--- src/core/abm_pkg.sv ---
package abm_pkg;

  // Bus transfer type driven on the shared transfer-type lines
  localparam int         TRANS_W         = 2;
  localparam logic [1:0] TRANS_ADDR_ONLY = 2'h0;
  localparam logic [1:0] TRANS_RESERVED  = 2'h1;
  localparam logic [1:0] TRANS_NONSEQ    = 2'h2;
  localparam logic [1:0] TRANS_SEQ       = 2'h3;

  // Reset values of the registered outputs
  localparam logic       RST_CLK_EN  = 1'b1;
  localparam logic       RST_ADDR_OE = 1'b0;
  localparam logic       RST_DATA_OE = 1'b0;
  localparam logic       RST_GRANTED = 1'b0;

  // Transfer response as sampled from the wait, error and last lines
  typedef struct packed {
    logic bwait;
    logic berror;
    logic blast;
  } abm_resp_t;

  localparam abm_resp_t RESP_RST = '{bwait: 1'b0, berror: 1'b0, blast: 1'b0};

  // Master core side of the interface
  typedef struct packed {
    logic                     request;
    logic                     write;
    logic [TRANS_W-1:0]       trans;
  } abm_core_t;

  // Main bus interface states
  typedef enum logic [2:0] {
    ST_IDLE     = 3'h0,
    ST_BUSIDLE  = 3'h1,
    ST_HOLD     = 3'h2,
    ST_HANDOVER = 3'h3,
    ST_ACTIVE   = 3'h4,
    ST_RETRACT  = 3'h5
  } abm_state_t;

  // Outputs that the main machine registers on the falling edge
  typedef struct packed {
    logic [TRANS_W-1:0] btran;
    logic               clk_en;
    logic               addr_oe;
    logic               data_oe;
  } abm_drive_t;

  localparam abm_drive_t DRIVE_RST = '{btran:   TRANS_ADDR_ONLY,
                                       clk_en:  RST_CLK_EN,
                                       addr_oe: RST_ADDR_OE,
                                       data_oe: RST_DATA_OE};

endpackage

--- src/core/abm_master.sv ---
`timescale 1ns/1ps

// How it works
// - Two-state grant tracker on rising edge
// - Grant only when agnt high, wait low
// - Default master resets into granted state
// - Six-state main machine on falling edge
// - Core request high while bus needed
// - Core holds request until transfer done
// - Grant and request steer; grant alone in handover, retract
// - Latched responses decide leaving active
// - Default master resets main machine to busidle
// - Idle: address-only, clock on, all tristate
// - Busidle: core type, clock on, address by grant
// - Hold: address-only, clock off, all tristate
// - Handover: sequential, clock off, address by grant
// - Active: core type, clock by wait, writes drive
// - Retract: address-only, clock off, writes drive
// - Type drivers on while agnt and clock high
// - Address enable and data enable gate drivers
// - Nonsequential address valid in preceding high phase
// - Sequential write data from falling edge
// - Address-only drives early, or low phase handover
// - Address valid through high before sequential
module abm_master (
  input  wire logic               clk,
  input  wire logic               reset,
  input  wire logic               agnt,
  input  wire abm_pkg::abm_resp_t resp,
  input  wire abm_pkg::abm_core_t core,
  output logic [1:0]              btran,
  output logic                    btran_oe,
  output logic                    addr_oe,
  output logic                    data_oe,
  output logic                    core_clk_en,
  output logic                    granted,
  output logic                    xfer_done,
  output logic                    xfer_error
);

  abm_pkg::abm_state_t state;
  abm_pkg::abm_state_t cur_state;
  abm_pkg::abm_state_t next_state;
  abm_pkg::abm_resp_t  resp_q;
  abm_pkg::abm_drive_t next_drive;
  logic                fresh_rise;
  logic                fresh_fall;
  logic                agnt_strap;
  logic                granted_eff;
  logic                next_granted;
  logic                oe_rise;
  logic                oe_fall;
  logic                resp_retract;
  logic                resp_finish;
  logic                next_done;
  logic                next_error;

  // Reset flops take constants; the default-master strap is caught by a clocked flop
  always_ff @(posedge clk or posedge reset) begin
    if (reset) begin
      fresh_rise <= 1'b1;
    end else begin
      fresh_rise <= 1'b0;
    end
  end

  always_ff @(posedge clk) begin
    if (fresh_rise) begin
      agnt_strap <= agnt;
    end
  end

  always_ff @(negedge clk or posedge reset) begin
    if (reset) begin
      fresh_fall <= 1'b1;
    end else begin
      fresh_fall <= 1'b0;
    end
  end

  // Until the first edge after release the strap stands in for the state
  assign granted_eff = fresh_rise ? agnt_strap : granted;
  assign cur_state   = fresh_fall ?
                       (agnt_strap ? abm_pkg::ST_BUSIDLE : abm_pkg::ST_IDLE) :
                       state;

  always_comb begin
    next_granted = granted_eff;
    if (!resp.bwait) begin
      next_granted = agnt;
    end
  end

  always_ff @(posedge clk or posedge reset) begin
    if (reset) begin
      granted <= abm_pkg::RST_GRANTED;
    end else begin
      granted <= next_granted;
    end
  end

  // Responses are valid by the rising edge; hold them for the falling-edge machine
  always_ff @(posedge clk or posedge reset) begin
    if (reset) begin
      resp_q <= abm_pkg::RESP_RST;
    end else begin
      resp_q <= resp;
    end
  end

  assign resp_retract = resp_q.bwait && resp_q.berror && resp_q.blast;
  assign resp_finish  = !resp_q.bwait;

  // Type drivers: xor of a rising-edge and a falling-edge flop is high only in
  // the high phase that follows a rising edge with agnt high
  always_ff @(posedge clk or posedge reset) begin
    if (reset) begin
      oe_rise <= 1'b0;
    end else begin
      oe_rise <= oe_fall ^ agnt;
    end
  end

  always_ff @(negedge clk or posedge reset) begin
    if (reset) begin
      oe_fall <= 1'b0;
    end else begin
      oe_fall <= oe_rise;
    end
  end

  assign btran_oe = oe_rise ^ oe_fall;

  // Core request must stay high until the transfer completes
  always_comb begin
    next_state = cur_state;
    case (cur_state)
      abm_pkg::ST_IDLE: begin
        if (core.request && granted_eff) begin
          next_state = abm_pkg::ST_HANDOVER;
        end else if (core.request) begin
          next_state = abm_pkg::ST_HOLD;
        end else if (granted_eff) begin
          next_state = abm_pkg::ST_BUSIDLE;
        end
      end
      abm_pkg::ST_BUSIDLE: begin
        if (core.request && granted_eff) begin
          next_state = abm_pkg::ST_ACTIVE;
        end else if (core.request) begin
          next_state = abm_pkg::ST_HOLD;
        end else if (!granted_eff) begin
          next_state = abm_pkg::ST_IDLE;
        end
      end
      abm_pkg::ST_HOLD: begin
        if (granted_eff) begin
          next_state = abm_pkg::ST_HANDOVER;
        end else if (!core.request) begin
          next_state = abm_pkg::ST_IDLE;
        end
      end
      abm_pkg::ST_HANDOVER: begin
        if (granted_eff) begin
          next_state = abm_pkg::ST_ACTIVE;
        end else begin
          next_state = abm_pkg::ST_HOLD;
        end
      end
      abm_pkg::ST_ACTIVE: begin
        if (resp_retract) begin
          next_state = abm_pkg::ST_RETRACT;
        end else if (!resp_finish) begin
          next_state = abm_pkg::ST_ACTIVE;
        end else if (core.request && granted_eff) begin
          next_state = abm_pkg::ST_ACTIVE;
        end else if (core.request) begin
          next_state = abm_pkg::ST_HOLD;
        end else if (granted_eff) begin
          next_state = abm_pkg::ST_BUSIDLE;
        end else begin
          next_state = abm_pkg::ST_IDLE;
        end
      end
      abm_pkg::ST_RETRACT: begin
        if (granted_eff) begin
          next_state = abm_pkg::ST_ACTIVE;
        end else begin
          next_state = abm_pkg::ST_HOLD;
        end
      end
      default: begin
        next_state = abm_pkg::ST_IDLE;
      end
    endcase
  end

  always_ff @(negedge clk or posedge reset) begin
    if (reset) begin
      state <= abm_pkg::ST_IDLE;
    end else begin
      state <= next_state;
    end
  end

  // Drive actions for the state being entered, so they hold through the
  // whole cycle from the falling edge, covering the next high phase
  always_comb begin
    next_drive = abm_pkg::DRIVE_RST;
    case (next_state)
      abm_pkg::ST_IDLE: begin
        next_drive = abm_pkg::DRIVE_RST;
      end
      abm_pkg::ST_BUSIDLE: begin
        next_drive.btran   = core.trans;
        next_drive.clk_en  = 1'b1;
        next_drive.addr_oe = granted_eff;
        next_drive.data_oe = 1'b0;
      end
      abm_pkg::ST_HOLD: begin
        next_drive.btran   = abm_pkg::TRANS_ADDR_ONLY;
        next_drive.clk_en  = 1'b0;
        next_drive.addr_oe = 1'b0;
        next_drive.data_oe = 1'b0;
      end
      abm_pkg::ST_HANDOVER: begin
        next_drive.btran   = abm_pkg::TRANS_SEQ;
        next_drive.clk_en  = 1'b0;
        next_drive.addr_oe = granted_eff;
        next_drive.data_oe = 1'b0;
      end
      abm_pkg::ST_ACTIVE: begin
        next_drive.btran   = core.trans;
        next_drive.clk_en  = !resp_q.bwait;
        next_drive.addr_oe = granted_eff;
        next_drive.data_oe = core.write;
      end
      abm_pkg::ST_RETRACT: begin
        next_drive.btran   = abm_pkg::TRANS_ADDR_ONLY;
        next_drive.clk_en  = 1'b0;
        next_drive.addr_oe = granted_eff;
        next_drive.data_oe = core.write;
      end
      default: begin
        next_drive = abm_pkg::DRIVE_RST;
      end
    endcase
  end

  always_ff @(negedge clk or posedge reset) begin
    if (reset) begin
      btran       <= abm_pkg::TRANS_ADDR_ONLY;
      core_clk_en <= abm_pkg::RST_CLK_EN;
      addr_oe     <= abm_pkg::RST_ADDR_OE;
      data_oe     <= abm_pkg::RST_DATA_OE;
    end else begin
      btran       <= next_drive.btran;
      core_clk_en <= next_drive.clk_en;
      addr_oe     <= next_drive.addr_oe;
      data_oe     <= next_drive.data_oe;
    end
  end

  // One-cycle completion pulse so the core knows when to drop its request
  assign next_done  = (cur_state == abm_pkg::ST_ACTIVE) && resp_finish;
  assign next_error = next_done && resp_q.berror && !resp_q.blast;

  always_ff @(negedge clk or posedge reset) begin
    if (reset) begin
      xfer_done  <= 1'b0;
      xfer_error <= 1'b0;
    end else begin
      xfer_done  <= next_done;
      xfer_error <= next_error;
    end
  end
endmodule

--- config.mk ---
export PLATFORM = sky130hd
export DESIGN_NAME = abm_master
export DESIGN_NICKNAME = d
export VERILOG_FILES = /design/src/core/abm_pkg.sv /design/src/core/abm_master.sv
export SDC_FILE = /design/constraint.sdc
export NUM_CORES = 1
export LEC_CHECK = 0
export ABC_AREA = 0
export BUFFER_PORTS_ARGS = -buffer_cell sky130_fd_sc_hd__buf_2
export CAP_MARGIN = 10
export CORE_UTILIZATION = 28
export DETAILED_ROUTE_END_ITERATION = 8
export PLACE_DENSITY_LB_ADDON = 0.1
export SLEW_MARGIN = 20
export SYNTH_ARGS = -nofsm -noshare
export SYNTH_HDL_FRONTEND = slang
export SYNTH_SLANG_ARGS = --single-unit
--- constraint.sdc ---
create_clock -name clk -period 1.84 [get_ports clk]
set_input_delay 0.092 -clock clk [delete_from_list [all_inputs] [get_ports clk]]
set_output_delay 0.092 -clock clk [all_outputs]
set_load 0.01 [all_outputs]
==> summary.md, run 1 <==
| Metric | Value |
|---|---|
| Status | complete, but fails checks |
| Failing checks | setup timing |
| Average wire per standard cell | 11.3 um |
| Cell with the most instances after synthesis | dfrtn_1 |
| DRT Pass-1 Iters | 4 |
| Total grt overflow | 0 |
| Post-synth top area share | 0.329 |
| CP arrival | 1.64 ns |
| First-pass GRT wire length | 2400 um |
| Peak supply drop | 0.000556 V |
| CP top delay family | flip-flops |
| EDFF count, synth | 1 |
| Layout net count | 120 |
| Critical Path Source Type | register |
| CTS tree | yes |
| I/O Buffers | 18 |
| H-tree depth | 1 |
| Multi-input logic area | 287 sq um |
| Synth warn | 0 |
| Synth area leader | dfrtn_1 |
| Buf/Inv on CP | 1 |
| Cell Chain, Critical Path | mux2i_4 > o21ai_1 > a31oi_1 > buf_4 > o22ai_1 |
| GRT Overall Usage | 0.121 |
| Die width | 54.1 um |
| Fin. Hold Viols | 0 |
| Iteration-0 DRC Markers | 4 |
| Utilization after layout | 0.447 |
| Ranking of synthesized cells by area | dfrtn_1 33%, dfrtp_1 16%, dfstp_2 10% |
| Initial antenna violation count | 0 |
| CP max stage delay | 0.58 ns |
| Filler instances | 259 |
| Post-route ant nets | 0 |
| Cell Rows | 18 |
| TritonCTS Buffers | 3 |
| Reg clk slew, reported paths | 0.10 ns |
| Layout cell share with drive strength beyond 1 | 0.422 |
| PD cells | 956 nW/um^2 |
| Pin count of the biggest net entering global routing | 19 |
| WS Path Type | reg -> reg |
| Yosys reg bits | 19 |
| Crit Path Max Fanout | 4 |
| Area Overhead vs Synth | 48.2% |
| Synth cell types | 29 |
| Worst Hold Class | in -> async |
| Max-cap violations | 0 |
| Initial Utilization | 0.302 |
| CP endpoint kind | register |
| Die Y-Extent | 54.1 um |
| GPL Wtd Cong | 0.754 |
| Setup Skew | 0.0654 ns |
| Cells after Synth | 66 |
| Critical Path RT | 1.05 ns |
| # DRC | 0 |
| Inserted Diodes | 0 |
| Mapped Area | 761 sq um |
| Clk buf depth | 2 |
| CORE AREA | 2520 sq um |
| Pleak | 0.555 nW |
| RR Startpoint | fresh_rise |
| Routed WL | 1570 um |
| Pre-CTS setup slack | -0.658 ns |
| Top FF cell, synth | dfrtn_1 |
| Slew Viols, Final | 0 |
| Hold slack | 0.344 ns |
| Clock root cell | clkbuf_4 |
| Final instance area | 1130 sq um |
| Via density per instance | 4.47 |
| Register Area | 484 sq um |
| Clock Latency Late Sink | 0.35 ns |
| Unrepaired setup endpoints after global routing | yes |
| Clk sink count | 19 |
| DP HPWL | 1080 um |
| Syn avg cell area | 11.5 sq um |
| Sequential area share after synthesis | 0.637 |
| Synth cell count leaders | 10 x dfrtn_1, 8 x inv_1, 6 x nor2_1 |
| Post-place instance area | 990 sq um |
| Vias | 621 |
| I/O Pins | 19 |
| Worst Setup SP | fresh_rise |
| Asr flop ratio synth | 0.947 |
| Die Footprint | 2930 sq um |
| Vias in the first global route | 546 |
| Slowest cell on crit path | dfstp_2 |
| Finish-stage setup viols | 12 |
| Setup ws final | -0.586 ns |
==> worst paths after layout <==
| check | endpoint | slack [ns] | depth (start not counted) |
|---|---|---|---|
| setup / recovery | btran[1] | -0.59 | 5 |
| hold / removal | resp_q[0] | 0.34 | 4 |
| setup reg to reg | btran[1] | -0.59 | 5 |
| hold reg to reg | agnt_strap | 0.69 | 1 |
| max in group asynchronous | core_clk_en | 0.37 | 4 |
| min in group clk | resp_q[1] | 0.44 | 2 |
==> cells in the final DEF (no fill, tap or decap), types with 2 or more instances in the layout <==
master,netlist,routed
a21oi_1,4,3
o21ai_0,3,2
nor2_1,6,6
o22ai_1,2,2
xor2_1,2,2
o21ai_1,1,2
inv_1,8,8
buf_6,0,3
buf_2,0,17
dlygate4sd3_1,0,5
dfrtn_1,10,10
buf_4,0,12
dfrtp_1,5,5
conb_1,1,2
dfstp_2,3,3
clkbuf_4,0,3
==> repair_timing <==
item                                    CTS  global route
setup buffers                             2             4
endpoints found under the hold margin     9             2
gates resized for setup                   2             4
endpoints found under the setup margin   12            17
hold buffers                              4             1
pin swaps                                 2             1
==> state kept, by name (all words and copies together) (netlist names) <==
register	count
btran	2
resp_q	3
xfer_done	1
xfer_error	1
data_oe	1
fresh_rise	1
granted	1
core_clk_en	1
addr_oe	1
oe_fall	1
fresh_fall	1
agnt_strap	1
oe_rise	1
state	3
==> area by class of cell <==
| class | count | area share |
|---|---|---|
| Multi-Input combinational cell | 40 | 0.254 |
| Clock inverter | 2 | 0.00666 |
| Inverter | 7 | 0.0233 |
| Clock buffer | 4 | 0.0233 |
| Sequential cell | 19 | 0.430 |
| Tap cell | 30 | 0.0333 |
| Timing Repair Buffer | 37 | 0.230 |
==> routing by layer <==
metal	vias up	global-route usage	wire length, um
li1	310	-	-
met1	294	0.153	754
met2	15	0.191	739
met3	2	0.0254	56
met4	0	0.0641	16
met5	-	0	0
==> through the flow <==
stage / TNS (ns) / cells / power [mW]
after global routing: -5.39 / 139 / 1.15
final: -4.52 / 139 / 1.08
after global placement: -4.51 / 124 / 0.779
after CTS: -4.60 / 135 / 1.03
after floorplan: -3.61 / 67 / 0.677
after detailed placement: -4.55 / 124 / 0.779
==> report_power, final <==
group | total [mW] | internal (mW) | switching, mW
sequential | 0.534 | 0.490 | 0.0433
combinational | 0.321 | 0.186 | 0.136
clock | 0.222 | 0.0900 | 0.132
==> cells by family after synthesis <==
group	count (synthesis)	share of synthesized area
mux	2	0.0280
simple gates	17	0.128
other cells	1	0.00493
flops	19	0.637
xor+xnor	2	0.0230
buf+inv	8	0.0395
compound gates	17	0.140
==> worst reg2reg max path, cell delays in order (launching register included) <==
cell,delay [ns]
dfstp_2,0.58
mux2i_4,0.28
o21ai_1,0.09
a31oi_1,0.14
buf_4,0.15
o22ai_1,0.10
(Power assumes the default switching activity.)
==> run 2, diff against run 1 <==
==> constraint.sdc (replaced) <==
create_clock -name clk -period 2.3 [get_ports clk]
set_input_delay 0.115 -clock clk [delete_from_list [all_inputs] [get_ports clk]]
set_output_delay 0.115 -clock clk [all_outputs]
set_load 0.01 [all_outputs]
==> run 2 against run 1 <==
Effect of this change: critical endpoint unchanged; setup slack gained 0.22 ns; sequential power fell by 20%; global-route usage increased by 0.48 points; largest cell class unchanged; first-iteration DRC count fell by 25%; the run still ends with setup timing left; critical path depth down 2.
==> summary.md, run 2 (synthesis gave the netlist of run 1 again) <==
| Metric | Value |
|---|---|
| Inserted Diodes | 0 (unchanged) |
| CP arrival | 1.65 ns (about the same) |
| Status | complete, but fails checks |
| Pwr Total | 810 uW (-25%) |
| TritonCTS Buffers | 3 (unchanged) |
| Post-route ant nets | 0 (unchanged) |
| Peak supply drop | 0.000398 V (-28%) |
| Vias in the first global route | 583 (+6.8%) |
| Headroom to the max-slew limit | 0.658 |
| GRT Overall Usage | 0.126 (+0.00479) |
| Worst Hold Class | in -> reg |
| Max-cap violations | 0 (unchanged) |
| Layout Cells excl Fill | 134 (-3.6%) |
| First-pass GRT wire length | 2500 um (+4.0%) |
| Worst Hold Endpoint | oe_rise |
| DRT Pass-1 Iters | 3 (-1) |
| Area Overhead vs Synth | 42.8% |
| Unrepaired setup endpoints after global routing | yes |
| CP endpoint kind | register |
| Setup ws final | -0.366 ns (+0.221 ns) |
| Failing checks | setup timing |
| I/O Pins | 19 (unchanged) |
| Commonest cells after routing, fill and taps aside | 17 x buf_2, 11 x buf_4, 10 x dfrtn_1, 9 x inv_1, 6 x nor2_1 |
| Pleak | 0.534 nW (-3.7%) |
| Biggest regs | resp_q: 3 flops, state: 3 flops, btran: 2 flops |
| Reg2Reg Setup Slack | -0.37 ns (+0.22 ns) |
| Register Area | 484 sq um (unchanged) |
| Filler instances | 264 (+1.9%) |
| Die Y-Extent | 54.1 um (unchanged) |
| Critical Path Source Type | register |
| Vias | 607 (-2.3%) |
| Multi-input logic area | 295 sq um (+3.1%) |
| Slew @ Worst Pin | 0.506 ns |
| Met3 usage | 0.0169 (-0.00847) |
| Post-place instance area | 990 sq um (unchanged) |
| # DRC | 0 (unchanged) |
| Met1 usage | 0.164 (+0.0109) |
| GPL Wtd Cong | 0.789 (+4.6%) |
| RR Endpoint | btran[1] |
| Clk sink count | 19 (unchanged) |
| Hold_sp | agnt |
| WS Path Type | reg -> reg |
| Die width | 54.1 um (unchanged) |
| Clk buf depth | 2 (unchanged) |
| Gr busiest metal | met2 |
| Fin. Hold Viols | 0 (unchanged) |
| RR Startpoint | fresh_rise |
| Final instance area | 1090 sq um (-3.7%) |
| CTS tree | yes |
| Most common cell after layout, fill and taps aside | buf_2 |
| Accumulated negative setup slack | -2.32 ns (+2.20 ns) |
| Crit Path Max Fanout | 3 (-1) |
| Cell Rows | 18 (unchanged) |
| H-tree depth | 1 (unchanged) |
| Initial antenna violation count | 0 (unchanged) |
| Pin count of the biggest net entering global routing | 15 (-4) |
| R2r worst-path depth | 3 (-2) |
| Slew Viols, Final | 0 (unchanged) |
| Clock root cell | clkbuf_4 |
| Reg clk slew, reported paths | 0.09 ns (about the same) |
| Routed WL | 1480 um (-5.6%) |
| Inst Count DP | 124 (unchanged) |
| Total grt overflow | 0 (unchanged) |
| Critical Path RT | 1.28 ns (+0.23 ns) |
| Met2 Use GR | 0.195 (+0.00407) |
| Hold depth | 2 |
| PD cells | 745 nW/um^2 (-22%) |
| Worst Setup SP | fresh_rise |
| CORE AREA | 2520 sq um (unchanged) |
| Layout cell share with drive strength beyond 1 | 0.404 (-0.0182) |
| Die Footprint | 2930 sq um (unchanged) |
| Layout net count | 115 (-4.2%) |
| Average wire per standard cell | 11.0 um (-2.0%) |
| Finish-stage setup viols | 8 (-4) |
| Pre-CTS setup slack | -0.404 ns (+0.254 ns) |
| Iteration-0 DRC Markers | 3 (-1) |
| Clock Latency Late Sink | 0.35 ns (about the same) |
| Initial Utilization | 0.302 (unchanged) |
| Setup Skew | 0.0608 ns (-0.00461 ns) |
| DP HPWL | 1130 um (+4.6%) |
| I/O Buffers | 18 (unchanged) |
| Via density per instance | 4.53 (+1.4%) |
[run 2: worst max path at each step]
stage,end,cells past startpoint,slack [ns]
floorplan,btran[0],3,-0.27
global placement,addr_oe,3,-0.40
detailed placement,addr_oe,3,-0.40
CTS,btran[0],4,-0.36
global route,btran[0],4,-0.44
finish,btran[1],3,-0.37
[run 2: per-stage QoR]
step,hold WS (ns),utilization
floorplan,0.0512,-
global placement,0.224,0.392
detailed placement,0.226,0.392
CTS,0.0214,0.424
global route,0.0143,0.431
finish,0.0310,0.431
[run 2: metal layers]
layer | wire, um | vias up | part of all wire
li1 | - | 304 | -
met1 | 722 | 286 | 0.49
met2 | 674 | 12 | 0.46
met3 | 39 | 5 | 0.026
met4 | 44 | 0 | 0.030
met5 | 0 | - | 0
[run 2: cell type report]
type | count | share of cell area
sequential | 19 | 0.446
multi-input combinational | 40 | 0.272
timing repair buffer | 32 | 0.192
tap | 30 | 0.0346
clock buffer | 4 | 0.0242
inverter | 7 | 0.0242
clock inverter | 2 | 0.00691
[run 2: report_power, final]
group          switching [mW]  total [mW]  internal (mW)
clock                   0.100       0.172         0.0719
sequential             0.0350       0.427          0.392
combinational          0.0981       0.210          0.112
[run 2: repair_timing]
action / CTS / global route
hold buffers: 3 / 0
endpoints found under the hold margin: 3 / 0
buffers inserted: 1 / 1
resized for setup: 2 / 2
endpoints found under the setup margin: 8 / 10
pin swaps: 3 / 0
[run 2: critical path, cell delays in order, from the launching register on]
cell	delay, ns
dfstp_2	0.59
mux2_2	0.39
a311oi_2	0.28
o22ai_1	0.11
==> run 3, diff against run 2 <==
==> constraint.sdc (replaced) <==
create_clock -name clk -period 3.5 [get_ports clk]
set_input_delay 0.175 -clock clk [delete_from_list [all_inputs] [get_ports clk]]
set_output_delay 0.175 -clock clk [all_outputs]
set_load 0.01 [all_outputs]
==> run 3 against run 2 <==
Effect of this change: the run now ends clean; total power is 37% lower; wire length increased by 2.6%; die area unchanged; worst hold slack better by 0.043 ns; combinational power is 48% lower; setup slack better by 0.49 ns; count of clock-buffer cells in the layout shrank 1; first-iteration DRC count grew 67%; design area fell by 7.8%; non-clock buffer count decreased by 7; sequential power fell by 34%; critical path type unchanged; largest cell class unchanged; largest power group unchanged; highest routed layer unchanged.
==> summary.md, run 3 (synthesis gave the netlist of run 1 again) <==
| Metric | Value |
|---|---|
| # DRC | 0 (unchanged) |
| Total grt overflow | 0 (unchanged) |
| Peak supply drop | 0.000244 V (-39%) |
| Internal power | 356 uW (-38%) |
| Max-cap violations | 0 (unchanged) |
| DP HPWL | 1130 um (-0.12%) |
| Biggest regs | resp_q: 3 flops, state: 3 flops, btran: 2 flops |
| Psw | 150 uW (-36%) |
| Buf/Inv on CP | 0 (unchanged) |
| Commonest cells after routing, fill and taps aside | 18 x buf_2, 10 x dfrtn_1, 9 x inv_1, 6 x nor2_1, 5 x dfrtp_1 |
| Flop pwr share | 0.557 (+0.029) |
| Layout cell share with drive strength beyond 1 | 0.330 (-0.0739) |
| Routed WL | 1520 um (+2.6%) |
| CP arrival | 1.75 ns (+0.10 ns) |
| Crit Path Max Fanout | 4 (+1) |
| Inserted Diodes | 0 (unchanged) |
| GPL Wtd Cong | 0.741 (-6.1%) |
| I/O Pins | 19 (unchanged) |
| Cell Rows | 18 (unchanged) |
| Iteration-0 DRC Markers | 5 (+2) |
| Filler instances | 259 (-1.9%) |
| Worst Hold Class | in -> reg |
| Net Sw Frac | 0.297 (+0.00869) |
| Slowest cell on crit path | dfstp_2 |
| Pwr Total | 506 uW (-37%) |
| Fin. Hold Viols | 0 (unchanged) |
| Vias | 594 (-2.1%) |
| Average wire per standard cell | 12.0 um (+8.2%) |
| Setup Skew | 0.0541 ns (-0.00670 ns) |
| CTS tree | yes |
| Vias in the first global route | 576 (-1.2%) |
| DRT Pass-1 Iters | 3 (unchanged) |
| Post-route ant nets | 0 (unchanged) |
| Die width | 54.1 um (unchanged) |
| Clk buf depth | 2 (unchanged) |
| CP endpoint kind | register |
| Status | finished clean |
| Pleak | 0.494 nW (-7.5%) |
| Critical Path Source Type | register |
| CORE AREA | 2520 sq um (unchanged) |
| CP top delay family | compound AO/OA/AOI/OAI gates |
| Initial Utilization | 0.302 (unchanged) |
| Layout net count | 108 (-6.1%) |
| PD cells | 506 nW/um^2 (-32%) |
| Via density per instance | 4.68 (+3.3%) |
| Unrepaired setup endpoints after global routing | no |
| Area Overhead vs Synth | 31.6% |
| Clock power frac | 0.227 (+0.014) |
| Critical Path RT | 1.87 ns (+0.59 ns) |
| Cell Chain, Critical Path | mux2i_2 > a211oi_1 > a311oi_1 > o22ai_1 |
| Logic pwr share | 0.215 (-0.045) |
| Clock root cell | clkbuf_4 |
| Finish-stage setup viols | 0 (-8) |
| Setup Fix Bufs, Post-CTS | 0 (-1) |
| Initial antenna violation count | 0 (unchanged) |
| Slew Viols, Final | 0 (unchanged) |
| Clock Latency Late Sink | 0.35 ns (about the same) |
| WS Path Type | reg -> reg |
| GRT Overall Usage | 0.126 (+0.000733) |
| I/O Buffers | 18 (unchanged) |
| Reg clk slew, reported paths | 0.11 ns (+0.02 ns) |
| Hold slack | 0.0740 ns (+0.0430 ns) |
| Die Footprint | 2930 sq um (unchanged) |
| Most common cell after layout, fill and taps aside | buf_2 |
| CP max stage delay | 0.58 ns (about the same) |
| First-pass GRT wire length | 2530 um (+1.1%) |
| H-tree depth | 1 (unchanged) |
| Accumulated negative setup slack | 0 ns (+2.32 ns) |
| Pin count of the biggest net entering global routing | 19 (+4) |
| TritonCTS Buffers | 3 (unchanged) |
| Clk sink count | 19 (unchanged) |
| Die Y-Extent | 54.1 um (unchanged) |
-- run 3: layout make-up --
| type | instances | area (sq um) | area share |
|---|---|---|---|
| clock buffers | 3 | 22.5 | 0.0225 |
| clock inverters | 3 | 11.3 | 0.0113 |
| inverters | 7 | 26.3 | 0.0263 |
| multi-input cells | 40 | 267 | 0.266 |
| flip-flops and latches | 19 | 484 | 0.484 |
| well taps | 30 | 37.5 | 0.0375 |
| repair buffers | 25 | 153 | 0.152 |
-- run 3: power groups by stage --
stage | clock (mW) | sequential, mW | combinational [mW]
6_report | 0.115 | 0.282 | 0.109
5_1_grt | 0.132 | 0.287 | 0.123
4_1_cts | 0.120 | 0.282 | 0.107
3_5_place_dp | 0.00537 | 0.286 | 0.104
3_3_place_gp | 0.00537 | 0.284 | 0.104
2_1_floorplan | 0.00537 | 0.286 | 0.0576
-- run 3: per-stage QoR --
step | worst slack (ns) | area, sq um | utilization | cells
2_1_floorplan | 0.205 | 764 | - | 67
3_3_place_gp | 0.125 | 915 | 0.363 | 118
3_5_place_dp | 0.0922 | 915 | 0.363 | 118
4_1_cts | 0.0633 | 975 | 0.386 | 126
5_1_grt | 0.0372 | 1000 | 0.397 | 127
6_report | 0.120 | 1000 | 0.397 | 127
-- run 3: final timing paths --
kind	to	start	cells past startpoint	slack, ns
worst max-delay path	btran[0]	fresh_rise	4	0.12
worst min-delay path	oe_rise	agnt	2	0.07
min in group asynchronous	resp_q[1]	reset	4	0.41
worst max register to register	btran[0]	fresh_rise	4	0.12
max in group asynchronous	fresh_fall	reset	4	1.11
worst min register to register	agnt_strap	fresh_rise	0	0.57
-- run 3: per-layer routing --
layer  GRT usage  vias to the layer above  wire [um]
li1            -                      289          -
met5           0                        -          0
met1       0.162                      285        727
met3      0.0339                        5         71
met2       0.187                       15        679
met4      0.0769                        0         40
-- run 3: worst register-to-register path, cell delays in order, from the launching register on --
cell and delay, ns:
dfstp_2 0.58, mux2i_2 0.30, a211oi_1 0.13, a311oi_1 0.31, o22ai_1 0.14
-- run 3: timing repair --
item                                   in CTS  in global routing
setup endpoints to repair                   0                  5
gates resized for setup                     0                  3
hold buffers                                3                  1
endpoints found under the hold margin       7                  1
